<file path="src/core/uv_block_pkg.sv">
package uv_block_pkg;

  // processing cycle timing
  localparam int unsigned CLK_PERIOD_NS = 20;
  localparam int unsigned CYCLE_TIME_NS = 5000000;
  localparam int unsigned CYCLE_CLKS    = CYCLE_TIME_NS / CLK_PERIOD_NS;
  localparam int unsigned TICK_W        = 18;

  // arithmetic scaling
  localparam int unsigned HYST_PCT       = 103;   // reset ratio of the pick-up comparator
  localparam int unsigned PCT_FULL       = 100;
  localparam int unsigned RATIO_SCALE    = 100;   // ratios in 0.01 steps
  localparam int unsigned VT_DIV         = 10000; // 0.01 %Un steps to full scale
  localparam int unsigned TICKS_PER_DIAL = 2;     // 0.01 s dial step in 5 ms units
  localparam int unsigned RATIO_MAX      = 125000;
  localparam int unsigned EXP_MAX        = 360000;
  localparam int unsigned DIV_STEPS      = 48;
  localparam int unsigned LAST_OP        = 6;

  // register byte offsets
  localparam logic [7:0] OFF_CTRL      = 8'h00;
  localparam logic [7:0] OFF_PICKUP    = 8'h04;
  localparam logic [7:0] OFF_BLOCK     = 8'h08;
  localparam logic [7:0] OFF_OP_DELAY  = 8'h0c;
  localparam logic [7:0] OFF_DIAL      = 8'h10;
  localparam logic [7:0] OFF_VT_SCALE  = 8'h14;
  localparam logic [7:0] OFF_STATUS    = 8'h18;
  localparam logic [7:0] OFF_IRQ_STAT  = 8'h1c;
  localparam logic [7:0] OFF_IRQ_MASK  = 8'h20;
  localparam logic [7:0] OFF_EXP_TIME  = 8'h24;
  localparam logic [7:0] OFF_REM_TIME  = 8'h28;
  localparam logic [7:0] OFF_RATIO_A   = 8'h2c;
  localparam logic [7:0] OFF_RATIO_B   = 8'h30;
  localparam logic [7:0] OFF_RATIO_C   = 8'h34;
  localparam logic [7:0] OFF_RATIO_MIN = 8'h38;
  localparam logic [7:0] OFF_PICK_PRIM = 8'h3c;
  localparam logic [7:0] OFF_BLK_PRIM  = 8'h40;

  // field positions
  localparam int unsigned CTRL_INV_BIT   = 0;
  localparam int unsigned ST_START_BIT   = 0;
  localparam int unsigned ST_BLOCKED_BIT = 1;
  localparam int unsigned ST_UVBLK_BIT   = 2;
  localparam int unsigned ST_PICKUP_BIT  = 3;
  localparam int unsigned IRQ_W          = 3;

  // reset values
  localparam logic [13:0] RST_PICKUP   = 14'h1770; // 60.00 %Un
  localparam logic [13:0] RST_BLOCK    = 14'h03e8; // 10.00 %Un
  localparam logic [18:0] RST_OP_DELAY = 19'h00008; // 0.040 s
  localparam logic [12:0] RST_DIAL     = 13'h0005;  // 0.05 s
  localparam logic [23:0] RST_VT_SCALE = 24'h0003e8; // plain default, 100.0 V

  // three monitored voltages, 0.01 %Un steps
  typedef struct packed {
    logic [15:0] c;
    logic [15:0] b;
    logic [15:0] a;
  } voltages_t;

  // blocking event payload
  typedef struct packed {
    voltages_t   volt;
    logic [2:0]  fault;
  } block_evt_t;

  typedef enum logic [2:0] {
    SEQ_IDLE  = 3'b001,
    SEQ_ISSUE = 3'b010,
    SEQ_WAIT  = 3'b100
  } seq_state_t;

endpackage

</file>
<file path="src/core/uv_stage_block.sv">
// The placing of the registers and strobed register access were left to the implementer.
`timescale 1ns/1ps
module uv_stage_block #(
  parameter logic [17:0] CYCLE_CLKS = 18'(uv_block_pkg::CYCLE_CLKS)
) (
  // clock and reset
  input  wire logic                     clk_i,
  input  wire logic                     reset_i,
  // register port
  input  wire logic [7:0]               addr_i,
  input  wire logic [31:0]              wdata_i,
  input  wire logic                     we_i,
  input  wire logic                     re_i,
  output logic [31:0]                   rdata_o,
  // measurement and blocking matrix
  input  wire uv_block_pkg::voltages_t  volt_i,
  input  wire logic                     block_in_i,
  // stage outputs
  output logic                          start_o,
  output logic                          blocked_o,
  output logic                          uv_block_o,
  output logic                          release_o,
  output logic                          display_evt_o,
  output logic                          block_evt_o,
  output uv_block_pkg::block_evt_t      evt_o,
  output logic                          irq_o
);

  typedef struct packed {
    logic                    sync1;
    logic                    sync2;
    logic                    blk;
    logic [17:0]             tick_cnt;
    logic                    eval;
    uv_block_pkg::voltages_t vm;
    logic                    inv_mode;
    logic [13:0]             pickup_set;
    logic [13:0]             block_set;
    logic [18:0]             op_delay;
    logic [12:0]             dial;
    logic [23:0]             vt_scale;
    logic                    pickup;
    logic                    start;
    logic                    blocked;
    logic                    uv_block;
    logic                    release_p;
    logic                    disp_evt;
    logic                    blk_evt;
    uv_block_pkg::block_evt_t evt;
    logic [2:0]              irq_stat;
    logic [2:0]              irq_mask;
    logic                    irq;
    uv_block_pkg::seq_state_t seq;
    logic [2:0]              op;
    logic                    div_start;
    logic [47:0]             div_dividend;
    logic [23:0]             div_divisor;
    logic [3:0][16:0]        ratio;
    logic [31:0]             pick_prim;
    logic [31:0]             blk_prim;
    logic [18:0]             exp_inv;
    logic [19:0]             elapsed;
    logic [31:0]             rdata;
  } stage_st_t;

  stage_st_t   q;
  stage_st_t   d;
  logic        div_done;
  logic [47:0] div_quo;

  // one shared divider keeps area small; a full pass takes well under one cycle
  uv_divider u_div (
    .clk_i      (clk_i),
    .reset_i    (reset_i),
    .start_i    (q.div_start),
    .dividend_i (q.div_dividend),
    .divisor_i  (q.div_divisor),
    .done_o     (div_done),
    .quotient_o (div_quo)
  );

  // lowest of the three sampled voltages
  logic [15:0] vmin;
  assign vmin = (q.vm.a < q.vm.b) ? ((q.vm.a < q.vm.c) ? q.vm.a : q.vm.c)
                                  : ((q.vm.b < q.vm.c) ? q.vm.b : q.vm.c);

  logic [18:0] exp_time;
  logic [19:0] rem_time;
  assign exp_time = q.inv_mode ? q.exp_inv : q.op_delay;
  assign rem_time = {1'b0, exp_time} - q.elapsed;

  always_comb begin
    logic [2:0]  below;
    logic        pick_on;
    logic        pick_off;
    logic        new_pick;
    logic [2:0]  ev;
    logic [47:0] res;
    below    = {q.vm.c < 16'(q.pickup_set), q.vm.b < 16'(q.pickup_set),
                q.vm.a < 16'(q.pickup_set)};
    pick_on  = vmin < 16'(q.pickup_set);
    pick_off = 24'(vmin) * 24'(uv_block_pkg::PCT_FULL)
               > 24'(q.pickup_set) * 24'(uv_block_pkg::HYST_PCT);
    new_pick = q.pickup ? !pick_off : pick_on;
    res      = '0;
    ev       = '0;
    d           = q;
    d.release_p = 1'b0;
    d.disp_evt  = 1'b0;
    d.blk_evt   = 1'b0;
    d.div_start = 1'b0;
    d.rdata     = '0;

    // input synchroniser, second stage feeds the cycle sample only
    d.sync1 = block_in_i;
    d.sync2 = q.sync1;

    // a block later than one cycle before expiry may miss the trip
    d.eval = 1'b0;
    if (q.tick_cnt == CYCLE_CLKS - 18'h00001) begin
      d.tick_cnt = '0;
      d.blk      = q.sync2;
      d.vm       = volt_i;
      d.eval     = 1'b1;
    end else begin
      d.tick_cnt = q.tick_cnt + 18'h00001;
    end

    // stage evaluation, one clock after the sample
    if (q.eval) begin
      d.pickup = new_pick;
      if (q.block_set == 14'h0000) begin
        d.uv_block = 1'b0;
      end else if (vmin < 16'(q.block_set)) begin
        d.uv_block = 1'b1;
      end else if (vmin > 16'(q.pickup_set)) begin
        d.uv_block = 1'b0;
      end
      if (new_pick) begin
        if (!q.pickup) begin
          d.start   = !q.blk;
          d.blocked = q.blk;
        end else if (q.start && q.blk) begin
          d.start     = 1'b0;
          d.release_p = 1'b1;
          d.blocked   = 1'b1;
        end
      end else begin
        d.release_p = q.start;
        d.start     = 1'b0;
        d.blocked   = 1'b0;
      end
      d.elapsed = (q.start && d.start) ? q.elapsed + 20'h00001 : '0;
      if (d.blocked && !q.blocked) begin
        d.disp_evt  = 1'b1;
        d.blk_evt   = 1'b1;
        d.evt.volt  = q.vm;
        d.evt.fault = below;
      end
    end

    // measurement sequencer through the shared divider
    case (q.seq)
      uv_block_pkg::SEQ_IDLE: begin
        if (q.eval) begin
          d.op  = 3'h0;
          d.seq = uv_block_pkg::SEQ_ISSUE;
        end
      end
      uv_block_pkg::SEQ_ISSUE: begin
        d.div_start   = 1'b1;
        d.div_divisor = 24'(q.pickup_set);
        d.seq         = uv_block_pkg::SEQ_WAIT;
        case (q.op)
          3'h0: d.div_dividend = 48'(q.vm.a) * 48'(uv_block_pkg::RATIO_SCALE);
          3'h1: d.div_dividend = 48'(q.vm.b) * 48'(uv_block_pkg::RATIO_SCALE);
          3'h2: d.div_dividend = 48'(q.vm.c) * 48'(uv_block_pkg::RATIO_SCALE);
          3'h3: d.div_dividend = 48'(vmin) * 48'(uv_block_pkg::RATIO_SCALE);
          3'h4: begin
            d.div_dividend = 48'(q.pickup_set) * 48'(q.vt_scale);
            d.div_divisor  = 24'(uv_block_pkg::VT_DIV);
          end
          3'h5: begin
            d.div_dividend = 48'(q.block_set) * 48'(q.vt_scale);
            d.div_divisor  = 24'(uv_block_pkg::VT_DIV);
          end
          default: begin
            // inverse time from present voltage, exponent fixed at one
            d.div_dividend = 48'(q.dial) * 48'(uv_block_pkg::TICKS_PER_DIAL)
                             * 48'(q.pickup_set);
            d.div_divisor  = pick_on ? 24'(q.pickup_set) - 24'(vmin) : 24'h000000;
          end
        endcase
      end
      uv_block_pkg::SEQ_WAIT: begin
        if (div_done) begin
          res = div_quo;
          // ratios saturate at the display ceiling
          if (q.op < 3'h4) begin
            d.ratio[q.op[1:0]] = (res > 48'(uv_block_pkg::RATIO_MAX))
                                 ? 17'(uv_block_pkg::RATIO_MAX) : res[16:0];
          end else if (q.op == 3'h4) begin
            d.pick_prim = (res[47:32] != 16'h0000) ? 32'hffffffff : res[31:0];
          end else if (q.op == 3'h5) begin
            d.blk_prim = (res[47:32] != 16'h0000) ? 32'hffffffff : res[31:0];
          end else begin
            d.exp_inv = (res > 48'(uv_block_pkg::EXP_MAX))
                        ? 19'(uv_block_pkg::EXP_MAX) : res[18:0];
          end
          if (q.op == 3'(uv_block_pkg::LAST_OP)) begin
            d.seq = uv_block_pkg::SEQ_IDLE;
          end else begin
            d.op  = q.op + 3'h1;
            d.seq = uv_block_pkg::SEQ_ISSUE;
          end
        end
      end
      default: d.seq = uv_block_pkg::SEQ_IDLE;
    endcase

    // register writes
    if (we_i) begin
      case (addr_i)
        uv_block_pkg::OFF_CTRL:     d.inv_mode   = wdata_i[uv_block_pkg::CTRL_INV_BIT];
        uv_block_pkg::OFF_PICKUP:   d.pickup_set = wdata_i[13:0];
        uv_block_pkg::OFF_BLOCK:    d.block_set  = wdata_i[13:0];
        uv_block_pkg::OFF_OP_DELAY: d.op_delay   = wdata_i[18:0];
        uv_block_pkg::OFF_DIAL:     d.dial       = wdata_i[12:0];
        uv_block_pkg::OFF_VT_SCALE: d.vt_scale   = wdata_i[23:0];
        uv_block_pkg::OFF_IRQ_MASK: d.irq_mask   = wdata_i[2:0];
        uv_block_pkg::OFF_IRQ_STAT: d.irq_stat   = q.irq_stat & ~wdata_i[2:0];
        default: ;
      endcase
    end

    // sticky events, a set in the clearing cycle wins
    ev = {d.uv_block & ~q.uv_block, d.blocked & ~q.blocked, d.start & ~q.start};
    d.irq_stat = d.irq_stat | ev;
    d.irq      = |(d.irq_stat & d.irq_mask);

    // register reads, data valid in the following cycle only
    if (re_i) begin
      case (addr_i)
        uv_block_pkg::OFF_CTRL:      d.rdata = 32'(q.inv_mode);
        uv_block_pkg::OFF_PICKUP:    d.rdata = 32'(q.pickup_set);
        uv_block_pkg::OFF_BLOCK:     d.rdata = 32'(q.block_set);
        uv_block_pkg::OFF_OP_DELAY:  d.rdata = 32'(q.op_delay);
        uv_block_pkg::OFF_DIAL:      d.rdata = 32'(q.dial);
        uv_block_pkg::OFF_VT_SCALE:  d.rdata = 32'(q.vt_scale);
        uv_block_pkg::OFF_STATUS:    d.rdata = 32'({q.pickup, q.uv_block, q.blocked, q.start});
        uv_block_pkg::OFF_IRQ_STAT:  d.rdata = 32'(q.irq_stat);
        uv_block_pkg::OFF_IRQ_MASK:  d.rdata = 32'(q.irq_mask);
        uv_block_pkg::OFF_EXP_TIME:  d.rdata = 32'(exp_time);
        uv_block_pkg::OFF_REM_TIME:  d.rdata = q.start ? {{12{rem_time[19]}}, rem_time} : '0;
        uv_block_pkg::OFF_RATIO_A:   d.rdata = 32'(q.ratio[0]);
        uv_block_pkg::OFF_RATIO_B:   d.rdata = 32'(q.ratio[1]);
        uv_block_pkg::OFF_RATIO_C:   d.rdata = 32'(q.ratio[2]);
        uv_block_pkg::OFF_RATIO_MIN: d.rdata = 32'(q.ratio[3]);
        uv_block_pkg::OFF_PICK_PRIM: d.rdata = q.pick_prim;
        uv_block_pkg::OFF_BLK_PRIM:  d.rdata = q.blk_prim;
        default:                     d.rdata = '0;
      endcase
    end
  end

  // state register
  always_ff @(posedge clk_i) begin
    if (reset_i) begin
      q            <= '0;
      q.seq        <= uv_block_pkg::SEQ_IDLE;
      q.pickup_set <= uv_block_pkg::RST_PICKUP;
      q.block_set  <= uv_block_pkg::RST_BLOCK;
      q.op_delay   <= uv_block_pkg::RST_OP_DELAY;
      q.dial       <= uv_block_pkg::RST_DIAL;
      q.vt_scale   <= uv_block_pkg::RST_VT_SCALE;
    end else begin
      q <= d;
    end
  end

  // outputs straight from the state register
  assign rdata_o       = q.rdata;
  assign start_o       = q.start;
  assign blocked_o     = q.blocked;
  assign uv_block_o    = q.uv_block;
  assign release_o     = q.release_p;
  assign display_evt_o = q.disp_evt;
  assign block_evt_o   = q.blk_evt;
  assign evt_o         = q.evt;
  assign irq_o         = q.irq;

  logic pick_off_chk;
  assign pick_off_chk = 32'(vmin) * 32'(uv_block_pkg::PCT_FULL)
                        > 32'(q.pickup_set) * 32'(uv_block_pkg::HYST_PCT);
  // checks
  a_blk_sample_hold: assert property (@(posedge clk_i) disable iff (reset_i)
    !d.eval |=> $stable(q.blk)) else $error("block sample changed mid cycle");
  a_zero_level_off: assert property (@(posedge clk_i) disable iff (reset_i)
    q.eval && q.block_set == 14'h0000 |=> !uv_block_o) else $error("zero level blocked");
  a_low_volt_engage: assert property (@(posedge clk_i) disable iff (reset_i)
    q.eval && q.block_set != 14'h0000 && vmin < 16'(q.block_set) |=> uv_block_o)
    else $error("low voltage block missed");
  a_uv_latch_hold: assert property (@(posedge clk_i) disable iff (reset_i)
    uv_block_o && !q.eval |=> uv_block_o) else $error("block released off cycle");
  a_start_not_blk: assert property (@(posedge clk_i) disable iff (reset_i)
    $rose(start_o) |-> !$past(q.blk) && $past(q.eval)) else $error("start while blocked");
  a_blocked_cause: assert property (@(posedge clk_i) disable iff (reset_i)
    $rose(blocked_o) |-> $past(q.blk) && !start_o) else $error("blocked without block");
  a_late_block_rel: assert property (@(posedge clk_i) disable iff (reset_i)
    $fell(start_o) |-> release_o ##1 !release_o) else $error("no release on start drop");
  a_block_evt_pair: assert property (@(posedge clk_i) disable iff (reset_i)
    $rose(blocked_o) |-> block_evt_o && display_evt_o && evt_o.volt == $past(q.vm))
    else $error("blocking event missing");
  a_hyst_keep: assert property (@(posedge clk_i) disable iff (reset_i)
    q.eval && q.pickup && !pick_off_chk |=> q.pickup) else $error("pick-up dropped early");

endmodule

</file>
<file path="src/core/uv_divider.sv">
`timescale 1ns/1ps
module uv_divider (
  // clock and reset
  input  wire logic        clk_i,
  input  wire logic        reset_i,
  // request
  input  wire logic        start_i,
  input  wire logic [47:0] dividend_i,
  input  wire logic [23:0] divisor_i,
  // answer
  output logic             done_o,
  output logic [47:0]      quotient_o
);

  typedef struct packed {
    logic        busy;
    logic [5:0]  cnt;
    logic [24:0] rem;
    logic [47:0] quo;
    logic [23:0] dvs;
    logic        done;
  } div_st_t;

  div_st_t q;
  div_st_t d;

  // restoring division, one bit per clock; a zero divisor yields all ones
  always_comb begin
    logic [24:0] trial;
    trial  = {q.rem[23:0], q.quo[47]};
    d      = q;
    d.done = 1'b0;
    if (start_i && !q.busy) begin
      d.busy = 1'b1;
      d.cnt  = 6'(uv_block_pkg::DIV_STEPS);
      d.rem  = '0;
      d.quo  = dividend_i;
      d.dvs  = divisor_i;
    end else if (q.busy) begin
      d.quo = {q.quo[46:0], 1'b0};
      if (trial >= {1'b0, q.dvs}) begin
        d.rem    = trial - {1'b0, q.dvs};
        d.quo[0] = 1'b1;
      end else begin
        d.rem = trial;
      end
      d.cnt = q.cnt - 6'h01;
      if (q.cnt == 6'h01) begin
        d.busy = 1'b0;
        d.done = 1'b1;
      end
    end
  end

  always_ff @(posedge clk_i) begin
    if (reset_i) begin
      q <= '0;
    end else begin
      q <= d;
    end
  end

  assign done_o     = q.done;
  assign quotient_o = q.quo;

endmodule

</file>
<file path="config.mk">
export PLATFORM = sky130hd
export DESIGN_NAME = uv_stage_block
export DESIGN_NICKNAME = d
export VERILOG_FILES = /design/src/core/uv_block_pkg.sv /design/src/core/uv_stage_block.sv /design/src/core/uv_divider.sv
export SDC_FILE = /design/constraint.sdc
export NUM_CORES = 2
export LEC_CHECK = 0
export BUFFER_PORTS_ARGS = -buffer_cell sky130_fd_sc_hd__buf_2
export CELL_PAD_IN_SITES_DETAIL_PLACEMENT = 0
export CELL_PAD_IN_SITES_GLOBAL_PLACEMENT = 1
export CORE_UTILIZATION = 50
export CTS_CLUSTER_SIZE = 8
export DETAILED_ROUTE_END_ITERATION = 8
export HOLD_SLACK_MARGIN = 0.05
export PLACE_DENSITY = 0.79
export SYNTH_ARGS = -nofsm -noshare
export SYNTH_HDL_FRONTEND = slang
export SYNTH_SLANG_ARGS = --single-unit
</file>
<file path="constraint.sdc">
create_clock -name clk_i -period 7.85 [get_ports clk_i]
set_input_delay 0.3925 -clock clk_i [delete_from_list [all_inputs] [get_ports clk_i]]
set_output_delay 0.3925 -clock clk_i [all_outputs]
set_load 0.005 [all_outputs]
</file>
==> metrics <==
Antenna Nets Post-Route=0; Buffers on Ports=174; First DRT Iteration DRCs=4843; min Tclk post-route=7630 ps; critical path's slowest cell=fa_1; number of buffers created by CTS=85; hold_sp=wdata_i[3]; max cap viols=0; clock buffer depth=3; DIE WIDTH=around 360 um; EDFF count, synth=0; reg2reg setup slack=220 ps; post-placement setup slack=-219 ps; Initial Util=approximately 51%; clock latency on the worst-skew pair=~730 ps; Die Y-Extent=between 300 and 400 um; Mapped Avg Cell Area=8.39 um^2; num ports=183; layout cell share with drive strength beyond 1=just over 10%; Final Max Tran Viols=0; R2R depth=38; drt via density=between 5 and 6; end-of-flow core utilization=56.3%; most common cell after layout, fill and taps aside=nand2_1; Final Instance Area=72100 um^2; routability cong.=0.976; Cell Pwr Density=95.3 nW/um^2; hold depth=3; Via Count=56291; first-pass GRT wire length=between 300000 and 400000 um; CP Capture Type=flip-flop; Leakage=0.0338 uW; Total Power=6870 uW; VDD IR max=0.154 mV; Post-Syn Area=64700 um^2; CP top delay family=compound AO/OA/AOI/OAI gates; Final Cycle Share=97.2%; worst min path class=input port to flip-flop; skew final=97.9 ps; DRC=0; fmax=131 MHz; Final Hold Viols=0; largest net degree at the start of global routing=150; Synth Register Bits=581; initial antenna violation count=1; Data required, critical path=8340 ps; synthesized instance count=7712; clock tree root driver cell=clkbuf_16; most frequent cells in the layout=nand2_1, inv_1, fa_1, ha_1, nor2_1; WL/cell=23.5 um; total congestion overflow=0; Mapped Nets=9259; Nets=9457; TNS Setup=0 ps; total placed instance area=68400 um^2; Most used DFF post-synth=dfxtp_1; register area share after synthesis=~18%; row count=between 100 and 150; fraction of registers with async set or reset after synthesis=0%; Critical R2R Capture=evt_o[32]; Layout area overhead=11.4%; CP Max Fanout=15; H-tree depth=3; CTS tree=yes; Distinct cells, synth=82; Critical R2R Launch=q[465]; Total GRT Usage=around a third; Worst Max-Slew Pin Slew=1130 ps; core area=roughly 130000 um^2; post-DP HPWL=175000 um; vias in the first global route=55647; endpoints failing setup=0; Reg clk slew, reported paths=60 ps; final worst slack=221 ps; die area=131000 um^2; First-pass DRT Iterations=7; cell repeated most along the worst path=ha_1; critical path startpoint category=flip-flop; hold path endpoint=q[350]; Ys Warns=0; status=completed; CP arrival=8120 ps; CTS Sinks=~580; Max-slew headroom=24.3%; WP buf/inv=9; critical path's largest stage delay=about 500 ps; Setup CP Type=flip-flop to flip-flop; DRT Wirelength=227000 um
-- routing by layer --
layer  GRT usage (%)  vias to the layer above  share of wire [%]
met3            6.06                      458                8.7
met2            53.4                     2255                 43
li1                -                    25701                  -
met5               0                        -                  0
met1            48.5                    27877                 43
met4            12.8                        0                4.3
-- stage by stage --
| step | instances | hold slack, ps |
|---|---|---|
| global placement | 9470 | 435 |
| global route | 9657 | 70.5 |
| CTS | 9641 | 52.9 |
| floorplan | 7712 | 414 |
| finish | 9660 | 84.7 |
| detailed placement | 9470 | 433 |
-- what timing repair did --
item / 4_1_cts / 5_1_grt
hold buffers: 63 / 0
gates cloned: 0 / 2
pin swaps: 4 / 32
endpoints found under the hold margin: 74 / 0
endpoints found under the setup margin: 74 / 81
gates resized for setup: 14 / 90
setup buffers: 3 / 14
-- state kept, by name, indices dropped and copies added, names as in the netlist --
register	cells
blocked_o	1
d	1
display_evt_o	1
evt_o	51
irq_o	1
q	394
rdata_o	32
release_o	1
start_o	1
u_div.done_o	1
u_div.q	48
u_div.quotient_o	48
uv_block_o	1
-- layout make-up --
class / count / area, um^2
fillers: 11901 / 55900
multi-input cells: 5635 / 47600
flip-flops and latches: 581 / 11700
repair buffers: 601 / 4460
inverters: 1006 / 3780
clock buffers: 94 / 2200
well taps: 1729 / 2160
clock inverters: 11 / 233
diodes: 3 / 7.51
-- worst min-delay path: stages --
cell     delay [ps]
buf_2           210
nand2_1          90
nand3_1          70
-- where the power goes --
| group | total (uW) | internal [uW] | switching [uW] |
|---|---|---|---|
| Combinational | 449 | 162 | 286 |
| Clock | 3470 | 1990 | 1480 |
| Sequential | 2960 | 2950 | 3.68 |
-- cell families after synthesis --
kind of cell               count (synthesis)  share of synthesized area [%]
AOI/OAI and AO/OA                       1358                           13.7
xor gates and xnor gates                 229                           3.11
adders and majority gates               1455                           36.6
buffers and inverters                   1496                           9.23
DFF                                      581                           18.0
muxes                                    134                           2.12
and+or+nand+nor                         2459                           17.2
-- worst max-delay path by stage --
stage	slack (ps)	cells past startpoint	startpoint	end
final	220	38	q[465]	evt_o[32]
after global routing	-50	39	q[465]	evt_o[32]
after CTS	2	35	q[434]	evt_o[32]
after detailed placement	-220	35	q[466]	evt_o[25]
after global placement	-150	35	q[466]	evt_o[20]
after floorplan	610	38	q[463]	evt_o[10]
-- cell usage after synthesis, types with 30 or more instances --
cell type,number,area (um^2)
nand2_1,1037,3890
inv_1,1005,3770
fa_1,730,14600
ha_1,724,9060
nor2_1,615,2310
dfxtp_1,581,11600
a21oi_1,477,2390
clkbuf_1,380,1430
and2_1,323,2020
o21ai_0,156,781
xnor2_1,142,1240
a211oi_1,129,968
mux2i_1,112,1120
a21o_1,108,811
nor3_1,95,475
nand3_1,94,470
xor2_1,86,753
buf_4,85,638
a22oi_1,81,608
a31oi_1,49,307
nand2b_1,47,294
nor2b_1,42,263
a221oi_1,39,342
o211ai_1,36,270
nand4_1,35,219
and3_1,33,206
o21a_1,31,233
o22ai_1,31,194
a222oi_1,30,300
nor4_1,30,188
(Power assumes the default switching activity.)
